## src/design/usbd_regs.svh

```systemverilog
// register offsets, field positions and codes of the usb device command and transfer port
`ifndef USBD_REGS_SVH
`define USBD_REGS_SVH

// ----------------------------------------------------------------
// register byte addresses
// ----------------------------------------------------------------
`define USBD_STATUS_ADDR 32'h40020000
`define USBD_CLEAR_ADDR 32'h40020008
`define USBD_CMD_ADDR 32'h40020010
`define USBD_RESULT_ADDR 32'h40020014
`define USBD_RXDATA_ADDR 32'h40020018
`define USBD_TXDATA_ADDR 32'h4002001C
`define USBD_RXLEN_ADDR 32'h40020020
`define USBD_TXLEN_ADDR 32'h40020024
`define USBD_CTRL_ADDR 32'h40020028

// ----------------------------------------------------------------
// field positions
// ----------------------------------------------------------------
`define USBD_CMD_PHASE_LSB 8
`define USBD_CMD_CODE_LSB 16
`define USBD_LEN_W 10
`define USBD_RXLEN_VALID_BIT 10
`define USBD_CTRL_RD_BIT 0
`define USBD_CTRL_WR_BIT 1
`define USBD_CTRL_EP_LSB 2
`define USBD_EP_W 4
`define USBD_FLAG_CMD_EMPTY 10
`define USBD_FLAG_RESULT 11
`define USBD_FLAG_RX_DONE 12
`define USBD_FLAG_TX_DONE 13
`define USBD_FLAG_TX_FULL 16

// ----------------------------------------------------------------
// phase codes, reset values, sizes
// ----------------------------------------------------------------
`define USBD_PHASE_WRITE 8'h01
`define USBD_PHASE_READ 8'h02
`define USBD_PHASE_COMMAND 8'h05
`define USBD_RESET_WORD 32'h00000000
`define USBD_BYTES_PER_WORD 10'h004
`define USBD_TX_FIFO_DEPTH 16

`endif

```

## src/design/usbd_pkg.sv

```systemverilog
// types shared by the usb device command and transfer port
`default_nettype none
package usbd_pkg;
    typedef logic [9:0] usbd_len_t;
    typedef logic [3:0] usbd_ep_t;
    typedef enum logic [1:0] {usbd_rx_idle, usbd_rx_len, usbd_rx_word, usbd_rx_ready} usbd_rx_e;
endpackage : usbd_pkg
`default_nettype wire

```

## src/design/usbd_fifo.sv

```systemverilog
// synchronous fifo with a registered head word
`default_nettype none
module usbd_fifo #(
    parameter int WIDTH = 36,
    parameter int DEPTH = 16
) (
    input wire logic ref_clk,
    input wire logic nrst,
    input wire logic in_valid,
    output logic in_ready,
    input wire logic [WIDTH-1:0] in_data,
    output logic out_valid,
    input wire logic out_ready,
    output logic [WIDTH-1:0] out_data,
    output logic full,
    output logic empty
);
    localparam int AW = $clog2(DEPTH);
    localparam int CW = $clog2(DEPTH + 1);

    logic [WIDTH-1:0] mem [DEPTH];
    logic [AW-1:0] wr_ptr;
    logic [AW-1:0] rd_ptr;
    logic [CW-1:0] count;
    logic out_reg_valid;

    wire push = in_valid && in_ready;
    wire load = (!out_reg_valid || out_ready) && (count != '0);
    wire [CW-1:0] next_count = count + CW'(push) - CW'(load);

    // head word sits in its own flop so the drain side sees a registered output
    assign out_valid = out_reg_valid;
    assign full = (count == CW'(DEPTH));
    assign in_ready = !full;
    assign empty = !out_reg_valid && (count == '0);

    always_ff @(posedge ref_clk) begin
        if (push) begin
            mem[wr_ptr] <= in_data;
        end
    end

    always_ff @(posedge ref_clk) begin
        if (!nrst) begin
            wr_ptr <= '0;
            rd_ptr <= '0;
            count <= '0;
            out_reg_valid <= 1'b0;
            out_data <= '0;
        end else begin
            count <= next_count;
            if (push) begin
                wr_ptr <= (wr_ptr == AW'(DEPTH - 1)) ? '0 : wr_ptr + 1'b1;
            end
            if (load) begin
                out_data <= mem[rd_ptr];
                out_reg_valid <= 1'b1;
                rd_ptr <= (rd_ptr == AW'(DEPTH - 1)) ? '0 : rd_ptr + 1'b1;
            end else if (out_ready) begin
                out_reg_valid <= 1'b0;
            end
        end
    end
endmodule : usbd_fifo
`default_nettype wire

```

## src/design/usbd_port.sv

```systemverilog
// register port of the usb device: engine commands and slave-mode endpoint transfers
// Function
// - forward command word, then flag slot empty
// - bits 15:8 phase, 23:16 code or data
// - command register reads back as zero
// - engine result byte in bits 7:0, flag
// - each receive read but the last fetches next little-endian word
// - transmit write stores word, low byte first
// - remaining receive bytes kept in bits 9:0
// - receive count zero sets receive done flag
// - isochronous bad packet transferred, valid bit clear
// - valid bit shows invalid non-isochronous data
// - transmit count minus four, zero sets flag
// - last receive word clears read enable
`include "usbd_regs.svh"
`default_nettype none
module usbd_port #(
    parameter int FIFO_DEPTH = `USBD_TX_FIFO_DEPTH
) (
    input wire logic ref_clk,
    input wire logic nrst,
    input wire logic [31:0] reg_addr,
    input wire logic [31:0] reg_wdata,
    input wire logic reg_write,
    input wire logic reg_read,
    output logic [31:0] reg_rdata,
    output logic cmd_valid,
    output logic [7:0] cmd_phase,
    output logic [7:0] cmd_code_wdata,
    input wire logic cmd_done,
    input wire logic result_valid,
    input wire logic [7:0] result_data,
    output logic rx_len_req,
    output logic rx_word_req,
    output usbd_pkg::usbd_ep_t rx_ep,
    input wire logic rx_len_valid,
    input wire usbd_pkg::usbd_len_t rx_len_bytes,
    input wire logic rx_len_ok,
    input wire logic rx_word_valid,
    input wire logic [31:0] rx_word_data,
    output logic tx_word_valid,
    input wire logic tx_word_ready,
    output logic [31:0] tx_word_data,
    output usbd_pkg::usbd_ep_t tx_word_ep
);
    import usbd_pkg::*;

    // ----------------------------------------------------------------
    // helpers
    // ----------------------------------------------------------------
    // a word moves at most four bytes; a short tail must not wrap the count
    function automatic usbd_len_t bytes_after_word(input usbd_len_t left);
        bytes_after_word = (left > `USBD_BYTES_PER_WORD) ? left - `USBD_BYTES_PER_WORD : '0;
    endfunction : bytes_after_word

    function automatic logic phase_known(input logic [7:0] phase);
        phase_known = (phase == `USBD_PHASE_WRITE) || (phase == `USBD_PHASE_READ)
            || (phase == `USBD_PHASE_COMMAND);
    endfunction : phase_known

    // ----------------------------------------------------------------
    // state
    // ----------------------------------------------------------------
    logic flag_cmd_empty;
    logic flag_result;
    logic flag_rx_done;
    logic flag_tx_done;
    logic [7:0] result_byte;
    logic rd_en;
    logic wr_en;
    usbd_ep_t ep_sel;
    usbd_rx_e rx_state;
    usbd_len_t rx_left;
    logic rx_dv;
    logic [31:0] rx_word;
    usbd_len_t tx_left;
    logic fifo_in_ready;
    logic fifo_full;

    // ----------------------------------------------------------------
    // address decode
    // ----------------------------------------------------------------
    wire hit_clear = reg_write && (reg_addr == `USBD_CLEAR_ADDR);
    wire hit_cmd = reg_write && (reg_addr == `USBD_CMD_ADDR);
    wire hit_ctrl = reg_write && (reg_addr == `USBD_CTRL_ADDR);
    wire hit_txlen = reg_write && (reg_addr == `USBD_TXLEN_ADDR);
    wire hit_txdata = reg_write && (reg_addr == `USBD_TXDATA_ADDR);
    wire hit_rxdata = reg_read && (reg_addr == `USBD_RXDATA_ADDR);

    wire [7:0] wr_phase = reg_wdata[`USBD_CMD_PHASE_LSB +: 8];
    wire [7:0] wr_code = reg_wdata[`USBD_CMD_CODE_LSB +: 8];
    wire wr_rd_en = reg_wdata[`USBD_CTRL_RD_BIT];
    wire wr_wr_en = reg_wdata[`USBD_CTRL_WR_BIT];
    wire [3:0] wr_ep = reg_wdata[`USBD_CTRL_EP_LSB +: `USBD_EP_W];

    // ----------------------------------------------------------------
    // event terms
    // ----------------------------------------------------------------
    // an unknown phase never reaches the engine and completes at once
    wire cmd_refused = hit_cmd && !phase_known(wr_phase);
    wire cmd_finished = (cmd_valid && cmd_done) || cmd_refused;
    wire rx_take = hit_rxdata && (rx_state == usbd_rx_ready) && rd_en;
    wire [9:0] rx_left_next = bytes_after_word(rx_left);
    wire rx_len_zero = (rx_state == usbd_rx_len) && rx_len_valid && (rx_len_bytes == '0);
    wire rx_end = (rx_take && (rx_left_next == '0)) || rx_len_zero;
    // a full fifo refuses the word; the status shows it so software can back off
    wire tx_take = hit_txdata && wr_en && fifo_in_ready;
    wire [9:0] tx_left_next = bytes_after_word(tx_left);
    wire tx_end = tx_take && (tx_left_next == '0);
    wire rx_start = hit_ctrl && wr_rd_en && !rd_en;
    wire [31:0] clear_bits = hit_clear ? reg_wdata : '0;

    // ----------------------------------------------------------------
    // read mux
    // ----------------------------------------------------------------
    wire [31:0] status_word = (32'(flag_cmd_empty) << `USBD_FLAG_CMD_EMPTY)
        | (32'(flag_result) << `USBD_FLAG_RESULT)
        | (32'(flag_rx_done) << `USBD_FLAG_RX_DONE)
        | (32'(flag_tx_done) << `USBD_FLAG_TX_DONE)
        | (32'(fifo_full) << `USBD_FLAG_TX_FULL);
    wire [31:0] rxlen_word = {21'h000000, rx_dv, rx_left};
    wire [31:0] ctrl_word = {26'h0000000, ep_sel, wr_en, rd_en};
    // write-only registers and unmapped addresses read as zero
    wire [31:0] next_rdata = (reg_addr == `USBD_STATUS_ADDR) ? status_word
        : (reg_addr == `USBD_RESULT_ADDR) ? {24'h000000, result_byte}
        : (reg_addr == `USBD_RXDATA_ADDR) ? rx_word
        : (reg_addr == `USBD_RXLEN_ADDR) ? rxlen_word
        : (reg_addr == `USBD_TXLEN_ADDR) ? {22'h000000, tx_left}
        : (reg_addr == `USBD_CTRL_ADDR) ? ctrl_word
        : `USBD_RESET_WORD;

    always_ff @(posedge ref_clk) begin
        if (!nrst) begin
            reg_rdata <= `USBD_RESET_WORD;
        end else if (reg_read) begin
            reg_rdata <= next_rdata;
        end else begin
            reg_rdata <= `USBD_RESET_WORD;
        end
    end

    // ----------------------------------------------------------------
    // sticky flags: a set in the clearing cycle wins
    // ----------------------------------------------------------------
    always_ff @(posedge ref_clk) begin
        if (!nrst) begin
            flag_cmd_empty <= 1'b0;
            flag_result <= 1'b0;
            flag_rx_done <= 1'b0;
            flag_tx_done <= 1'b0;
        end else begin
            flag_cmd_empty <= cmd_finished
                || (flag_cmd_empty && !clear_bits[`USBD_FLAG_CMD_EMPTY]);
            flag_result <= result_valid || (flag_result && !clear_bits[`USBD_FLAG_RESULT]);
            flag_rx_done <= rx_end || (flag_rx_done && !clear_bits[`USBD_FLAG_RX_DONE]);
            flag_tx_done <= tx_end || (flag_tx_done && !clear_bits[`USBD_FLAG_TX_DONE]);
        end
    end

    // ----------------------------------------------------------------
    // engine command slot
    // ----------------------------------------------------------------
    always_ff @(posedge ref_clk) begin
        if (!nrst) begin
            cmd_valid <= 1'b0;
            cmd_phase <= 8'h00;
            cmd_code_wdata <= 8'h00;
        end else if (hit_cmd && !cmd_refused) begin
            cmd_valid <= 1'b1;
            cmd_phase <= wr_phase;
            cmd_code_wdata <= wr_code;
        end else if (cmd_done) begin
            cmd_valid <= 1'b0;
        end
    end

    always_ff @(posedge ref_clk) begin
        if (!nrst) begin
            result_byte <= 8'h00;
        end else if (result_valid) begin
            result_byte <= result_data;
        end
    end

    // ----------------------------------------------------------------
    // transfer control
    // ----------------------------------------------------------------
    // a software write to the control word overrides the hardware clears
    always_ff @(posedge ref_clk) begin
        if (!nrst) begin
            rd_en <= 1'b0;
            wr_en <= 1'b0;
            ep_sel <= '0;
        end else if (hit_ctrl) begin
            rd_en <= wr_rd_en;
            wr_en <= wr_wr_en;
            ep_sel <= wr_ep;
        end else begin
            if (rx_end) begin
                rd_en <= 1'b0;
            end
            if (tx_end) begin
                wr_en <= 1'b0;
            end
        end
    end

    always_ff @(posedge ref_clk) begin
        if (!nrst) begin
            rx_ep <= '0;
        end else if (hit_ctrl) begin
            rx_ep <= wr_ep;
        end
    end

    // ----------------------------------------------------------------
    // receive: fetch length, then one word ahead of each read
    // ----------------------------------------------------------------
    always_ff @(posedge ref_clk) begin
        if (!nrst) begin
            rx_state <= usbd_rx_idle;
            rx_len_req <= 1'b0;
            rx_word_req <= 1'b0;
            rx_left <= '0;
            rx_dv <= 1'b0;
            rx_word <= `USBD_RESET_WORD;
        end else begin
            rx_len_req <= 1'b0;
            rx_word_req <= 1'b0;
            if (hit_ctrl && !wr_rd_en) begin
                // dropping read enable abandons the packet; data stays in the buffer
                rx_state <= usbd_rx_idle;
            end else begin
                unique case (rx_state)
                    usbd_rx_idle: begin
                        if (rx_start) begin
                            rx_len_req <= 1'b1;
                            rx_state <= usbd_rx_len;
                        end
                    end
                    usbd_rx_len: begin
                        if (rx_len_valid) begin
                            rx_left <= rx_len_bytes;
                            rx_dv <= rx_len_ok;
                            if (rx_len_bytes == '0) begin
                                rx_state <= usbd_rx_idle;
                            end else begin
                                rx_word_req <= 1'b1;
                                rx_state <= usbd_rx_word;
                            end
                        end
                    end
                    usbd_rx_word: begin
                        if (rx_word_valid) begin
                            rx_word <= rx_word_data;
                            rx_state <= usbd_rx_ready;
                        end
                    end
                    usbd_rx_ready: begin
                        if (rx_take) begin
                            rx_left <= rx_left_next;
                            if (rx_left_next == '0) begin
                                rx_state <= usbd_rx_idle;
                            end else begin
                                rx_word_req <= 1'b1;
                                rx_state <= usbd_rx_word;
                            end
                        end
                    end
                endcase
            end
        end
    end

    // ----------------------------------------------------------------
    // transmit: count down and queue words for the endpoint buffer
    // ----------------------------------------------------------------
    always_ff @(posedge ref_clk) begin
        if (!nrst) begin
            tx_left <= '0;
        end else if (hit_txlen) begin
            tx_left <= reg_wdata[`USBD_LEN_W-1:0];
        end else if (tx_take) begin
            tx_left <= tx_left_next;
        end
    end

    usbd_fifo #(
        .WIDTH(36),
        .DEPTH(FIFO_DEPTH)
    ) u_tx_fifo (
        .ref_clk(ref_clk),
        .nrst(nrst),
        .in_valid(tx_take),
        .in_ready(fifo_in_ready),
        .in_data({ep_sel, reg_wdata}),
        .out_valid(tx_word_valid),
        .out_ready(tx_word_ready),
        .out_data({tx_word_ep, tx_word_data}),
        .full(fifo_full),
        .empty()
    );
endmodule : usbd_port
`default_nettype wire

```

## config.mk

```make
export PLATFORM = sky130hd
export DESIGN_NAME = usbd_port
export DESIGN_NICKNAME = d
export VERILOG_FILES = /design/src/design/usbd_pkg.sv /design/src/design/usbd_fifo.sv /design/src/design/usbd_port.sv
export VERILOG_INCLUDE_DIRS = /design/src /design/src/design
export SDC_FILE = /design/constraint.sdc
export NUM_CORES = 1
export LEC_CHECK = 0
export ABC_AREA = 1
export BUFFER_PORTS_ARGS = -buffer_cell sky130_fd_sc_hd__buf_2
export CORE_ASPECT_RATIO = 1.25
export CORE_MARGIN = 3
export CORE_UTILIZATION = 45
export DETAILED_ROUTE_END_ITERATION = 6
export SYNTH_ARGS = -nofsm -noshare
export SYNTH_HDL_FRONTEND = slang
export SYNTH_SLANG_ARGS = --single-unit
```

## constraint.sdc

```tcl
create_clock -name ref_clk -period 3.8 [get_ports ref_clk]
set_input_delay 0.76 -clock ref_clk [delete_from_list [all_inputs] [get_ports ref_clk]]
set_output_delay 0.76 -clock ref_clk [all_outputs]
set_load 0.005 [all_outputs]
```

==> impl_metrics.tcl <==
set metrics [dict create \
    cp_common_cell "inv_1" \
    regToRegSetupSlack_ns 0.96 \
    cts_sinks 750 \
    drive_above_1_share 0.156 \
    fin_setup_tns_ns 0 \
    grt_pass1_vias 20800 \
    grt_remaining_overflow 0 \
    drv_slew 0 \
    fin_crit_sh 0.746 \
    critical_path_class "register to register" \
    final_antenna_net_count 0 \
    ir_drop_uv 398 \
    period_needed_ns 2.84 \
    critPathBufInv 4 \
    end_kind "register" \
    cts_root_buffer "clkbuf_16" \
    yosysSeqAreaShare 0.699 \
    drtPass1Iterations 6 \
    cp_max_fo 4 \
    reg2reg_depth 15 \
    worst_slew_margin_rel 0.272 \
    finalSetupViolations 0 \
    min_from "result_data[5]" \
    cts_setup_buffers 0 \
    min_path_type "input port to register" \
    leakagePower_uw 0.0119 \
    cp.required_ns 4.30 \
    diodes 0 \
    finalHoldViolCount 0 \
    die_h_microns 293 \
    detailroute.via_count 21200 \
    numCtsBuffers 72 \
    clk_path_buf_depth 3 \
    synth_cell_types 46 \
    dieArea_sq_um 69200 \
    final_cell_mix "edfxtp_1, nor2_1, o21ai_0, nand2_1, buf_2" \
    ys.flop_type "edfxtp_1" \
    ctsResizeCount 0 \
    crit_chain "inv_1 -> ha_1 -> nand3_1 -> nor2_1 -> buf_4 -> nor3_1 -> nand3_1 -> inv_1 -> ha_1 -> inv_1 -> fa_1 -> nor3_1 -> a211oi_1 -> o21ai_0 -> a21oi_1" \
    hold_buffers 0 \
    regArea_sq_um 20800 \
    clkTransAtPathRegs_ns 0.06 \
    max_freq_ghz 0.353 \
    finalWirelength_microns 83500 \
    r2r-start "u_tx_fifo.count[2]" \
    clkLatencyLatePin_ns 0.62 \
    status "finished, final reports clean" \
    critPathTopFamily "adder cells" \
    multi_input_comb_area_sq_um 7980 \
    ys_ff_latch 750 \
    start_util 0.458 \
    worstMarginPinSlew_ns 1.09 \
    die_w_microns 236 \
    io-pin-count 216 \
    slowest_stage "fa_1" \
    setup.worst_path.start "u_tx_fifo.count[2]" \
    nets 2952 \
    yosys_warnings 0 \
    drt-initial-drc-count 1939 \
    synth-async-reset-ratio 0 \
    syn-mean-instance-area_sq_um 11.4 \
    crit_arrival_ns 3.33 \
    rsz0062_at_grt "no" \
    core-area_sq_um 64900 \
    whs_ns 0.366 \
    io_buffers 215 \
    finalClockSkew_ns 0.0178 \
    num_rows 104 \
    nFillCells 5550 \
    gp_congestion 0.881 \
    finish.utilization 0.529 \
    synth_edf_count 576 \
    antenna_found_initial 4 \
    worstSetupEndpoint "u_tx_fifo.count[4]" \
    final_common_cell "edfxtp_1" \
    cts_tree "yes" \
    path_depth 15 \
    drc 0 \
    syn-cell-area_sq_um 29700 \
    cap_violations 0 \
    via_per_inst 5.70 \
    cts_htree_levels 3 \
    reg2reg_to "u_tx_fifo.count[4]" \
    worst_setup_path_start_kind "register" \
    power_density_nw_per_um2 597 \
    critical-path-max-stage-delay_ns 0.42 \
    syn_nets 2749 \
    wl_per_cell_microns 22.4 \
    grt_max_degree 141 \
    postSynthCellCount 2609 \
    place_hpwl_microns 53800 \
    grt.total_usage 0.236 \
    grt_pass1_wl_microns 126000 \
    area_growth_pct 15.7 \
]
-- metal layers --
layer / global-route usage / vias to the layer above / part of all wire
met1: 0.305 / 10400 / 0.41
met3: 0.0421 / 145 / 0.065
met4: 0.0766 / 6 / 0.028
met2: 0.404 / 791 / 0.49
met5: 0 / - / 0.00044
li1: - / 9823 / -
-- how the worst min path moves through the flow --
stage,to,slack [ns],cells past startpoint
finish,result_byte[5],0.37,3
global route,result_byte[7],0.37,3
CTS,result_byte[5],0.34,3
detailed placement,reg_rdata[21],0.43,2
global placement,reg_rdata[18],0.42,2
floorplan,reg_rdata[22],0.42,2
-- tightest hold or removal path: cells and delay by family --
kind / cells / cell delay [ns]
simple gates: 2 / 0.11
buf+inv: 1 / 0.07
-- kinds of logic after synthesis --
family / count (synthesis) / synth area share
adder cells (fa/ha/maj): 16 / 0.00699
AO/OA/AOI/OAI: 701 / 0.135
buffers and inverters: 274 / 0.0368
flip-flops: 750 / 0.699
AND/OR/NAND/NOR: 864 / 0.121
XOR/XNOR: 4 / 0.00118
-- area by class of cell --
| cell class | instances | area share |
|---|---|---|
| clock buffers | 99 | 0.0592 |
| clock inverters | 35 | 0.0100 |
| inverters | 126 | 0.0141 |
| multi-input cells | 1585 | 0.232 |
| flip-flops and latches | 750 | 0.605 |
| well taps | 848 | 0.0309 |
| repair buffers | 277 | 0.0489 |
-- power by group --
group	internal (uW)	switching, uW	leakage, uW
clock network	4080	3110	0.00116
logic	1220	2810	0.00429
registers	9050	251	0.00646
-- flip-flops by register name, indices dropped and copies added, names as in the netlist, 2 cells and up --
signal and count:
u_tx_fifo.wr_ptr 4, cmd_phase 8, cmd_code_wdata 8, rx_word 32, reg_rdata 32, result_byte 8
u_tx_fifo.out_data 36, rx_state 2, u_tx_fifo.count 5, tx_left 10, u_tx_fifo.mem 576, u_tx_fifo.rd_ptr 4
rx_left 10, rx_ep 4
-- stage by stage --
stage	setup slack [ns]	cell area, sq um	instances	power (uW)
floorplan	0.244	29700	2609	11900
global placement	0.533	32000	3586	13400
detailed placement	0.486	32000	3586	13500
CTS	0.943	34400	3720	20700
global route	0.636	34400	3720	21400
finish	0.965	34400	3720	20500
-- cells in the mapped netlist, types with 4 or more instances --
master / instances / area (sq um)
o21ai_0: 390 / 1950
dfxtp_1: 174 / 3480
edfxtp_1: 576 / 17300
clkinv_1: 4 / 15.0
inv_1: 112 / 420
clkbuf_1: 118 / 443
ha_1: 15 / 188
nand4_1: 9 / 56.3
nor2_1: 467 / 1750
inv_2: 9 / 33.8
nand3b_1: 4 / 30.0
o21ai_1: 18 / 90.1
a221oi_1: 4 / 35.0
o22ai_1: 82 / 513
a41oi_1: 27 / 236
nand3_1: 111 / 556
buf_2: 20 / 100
nor2_2: 13 / 81.3
o211ai_1: 10 / 75.1
a21oi_1: 93 / 465
nor3_1: 13 / 65.1
buf_1: 5 / 18.8
o221ai_1: 63 / 552
a31oi_1: 9 / 56.3
xor2_1: 4 / 35.0
nand2_1: 228 / 856
No activity file was read; power rests on OpenSTA's default activity.
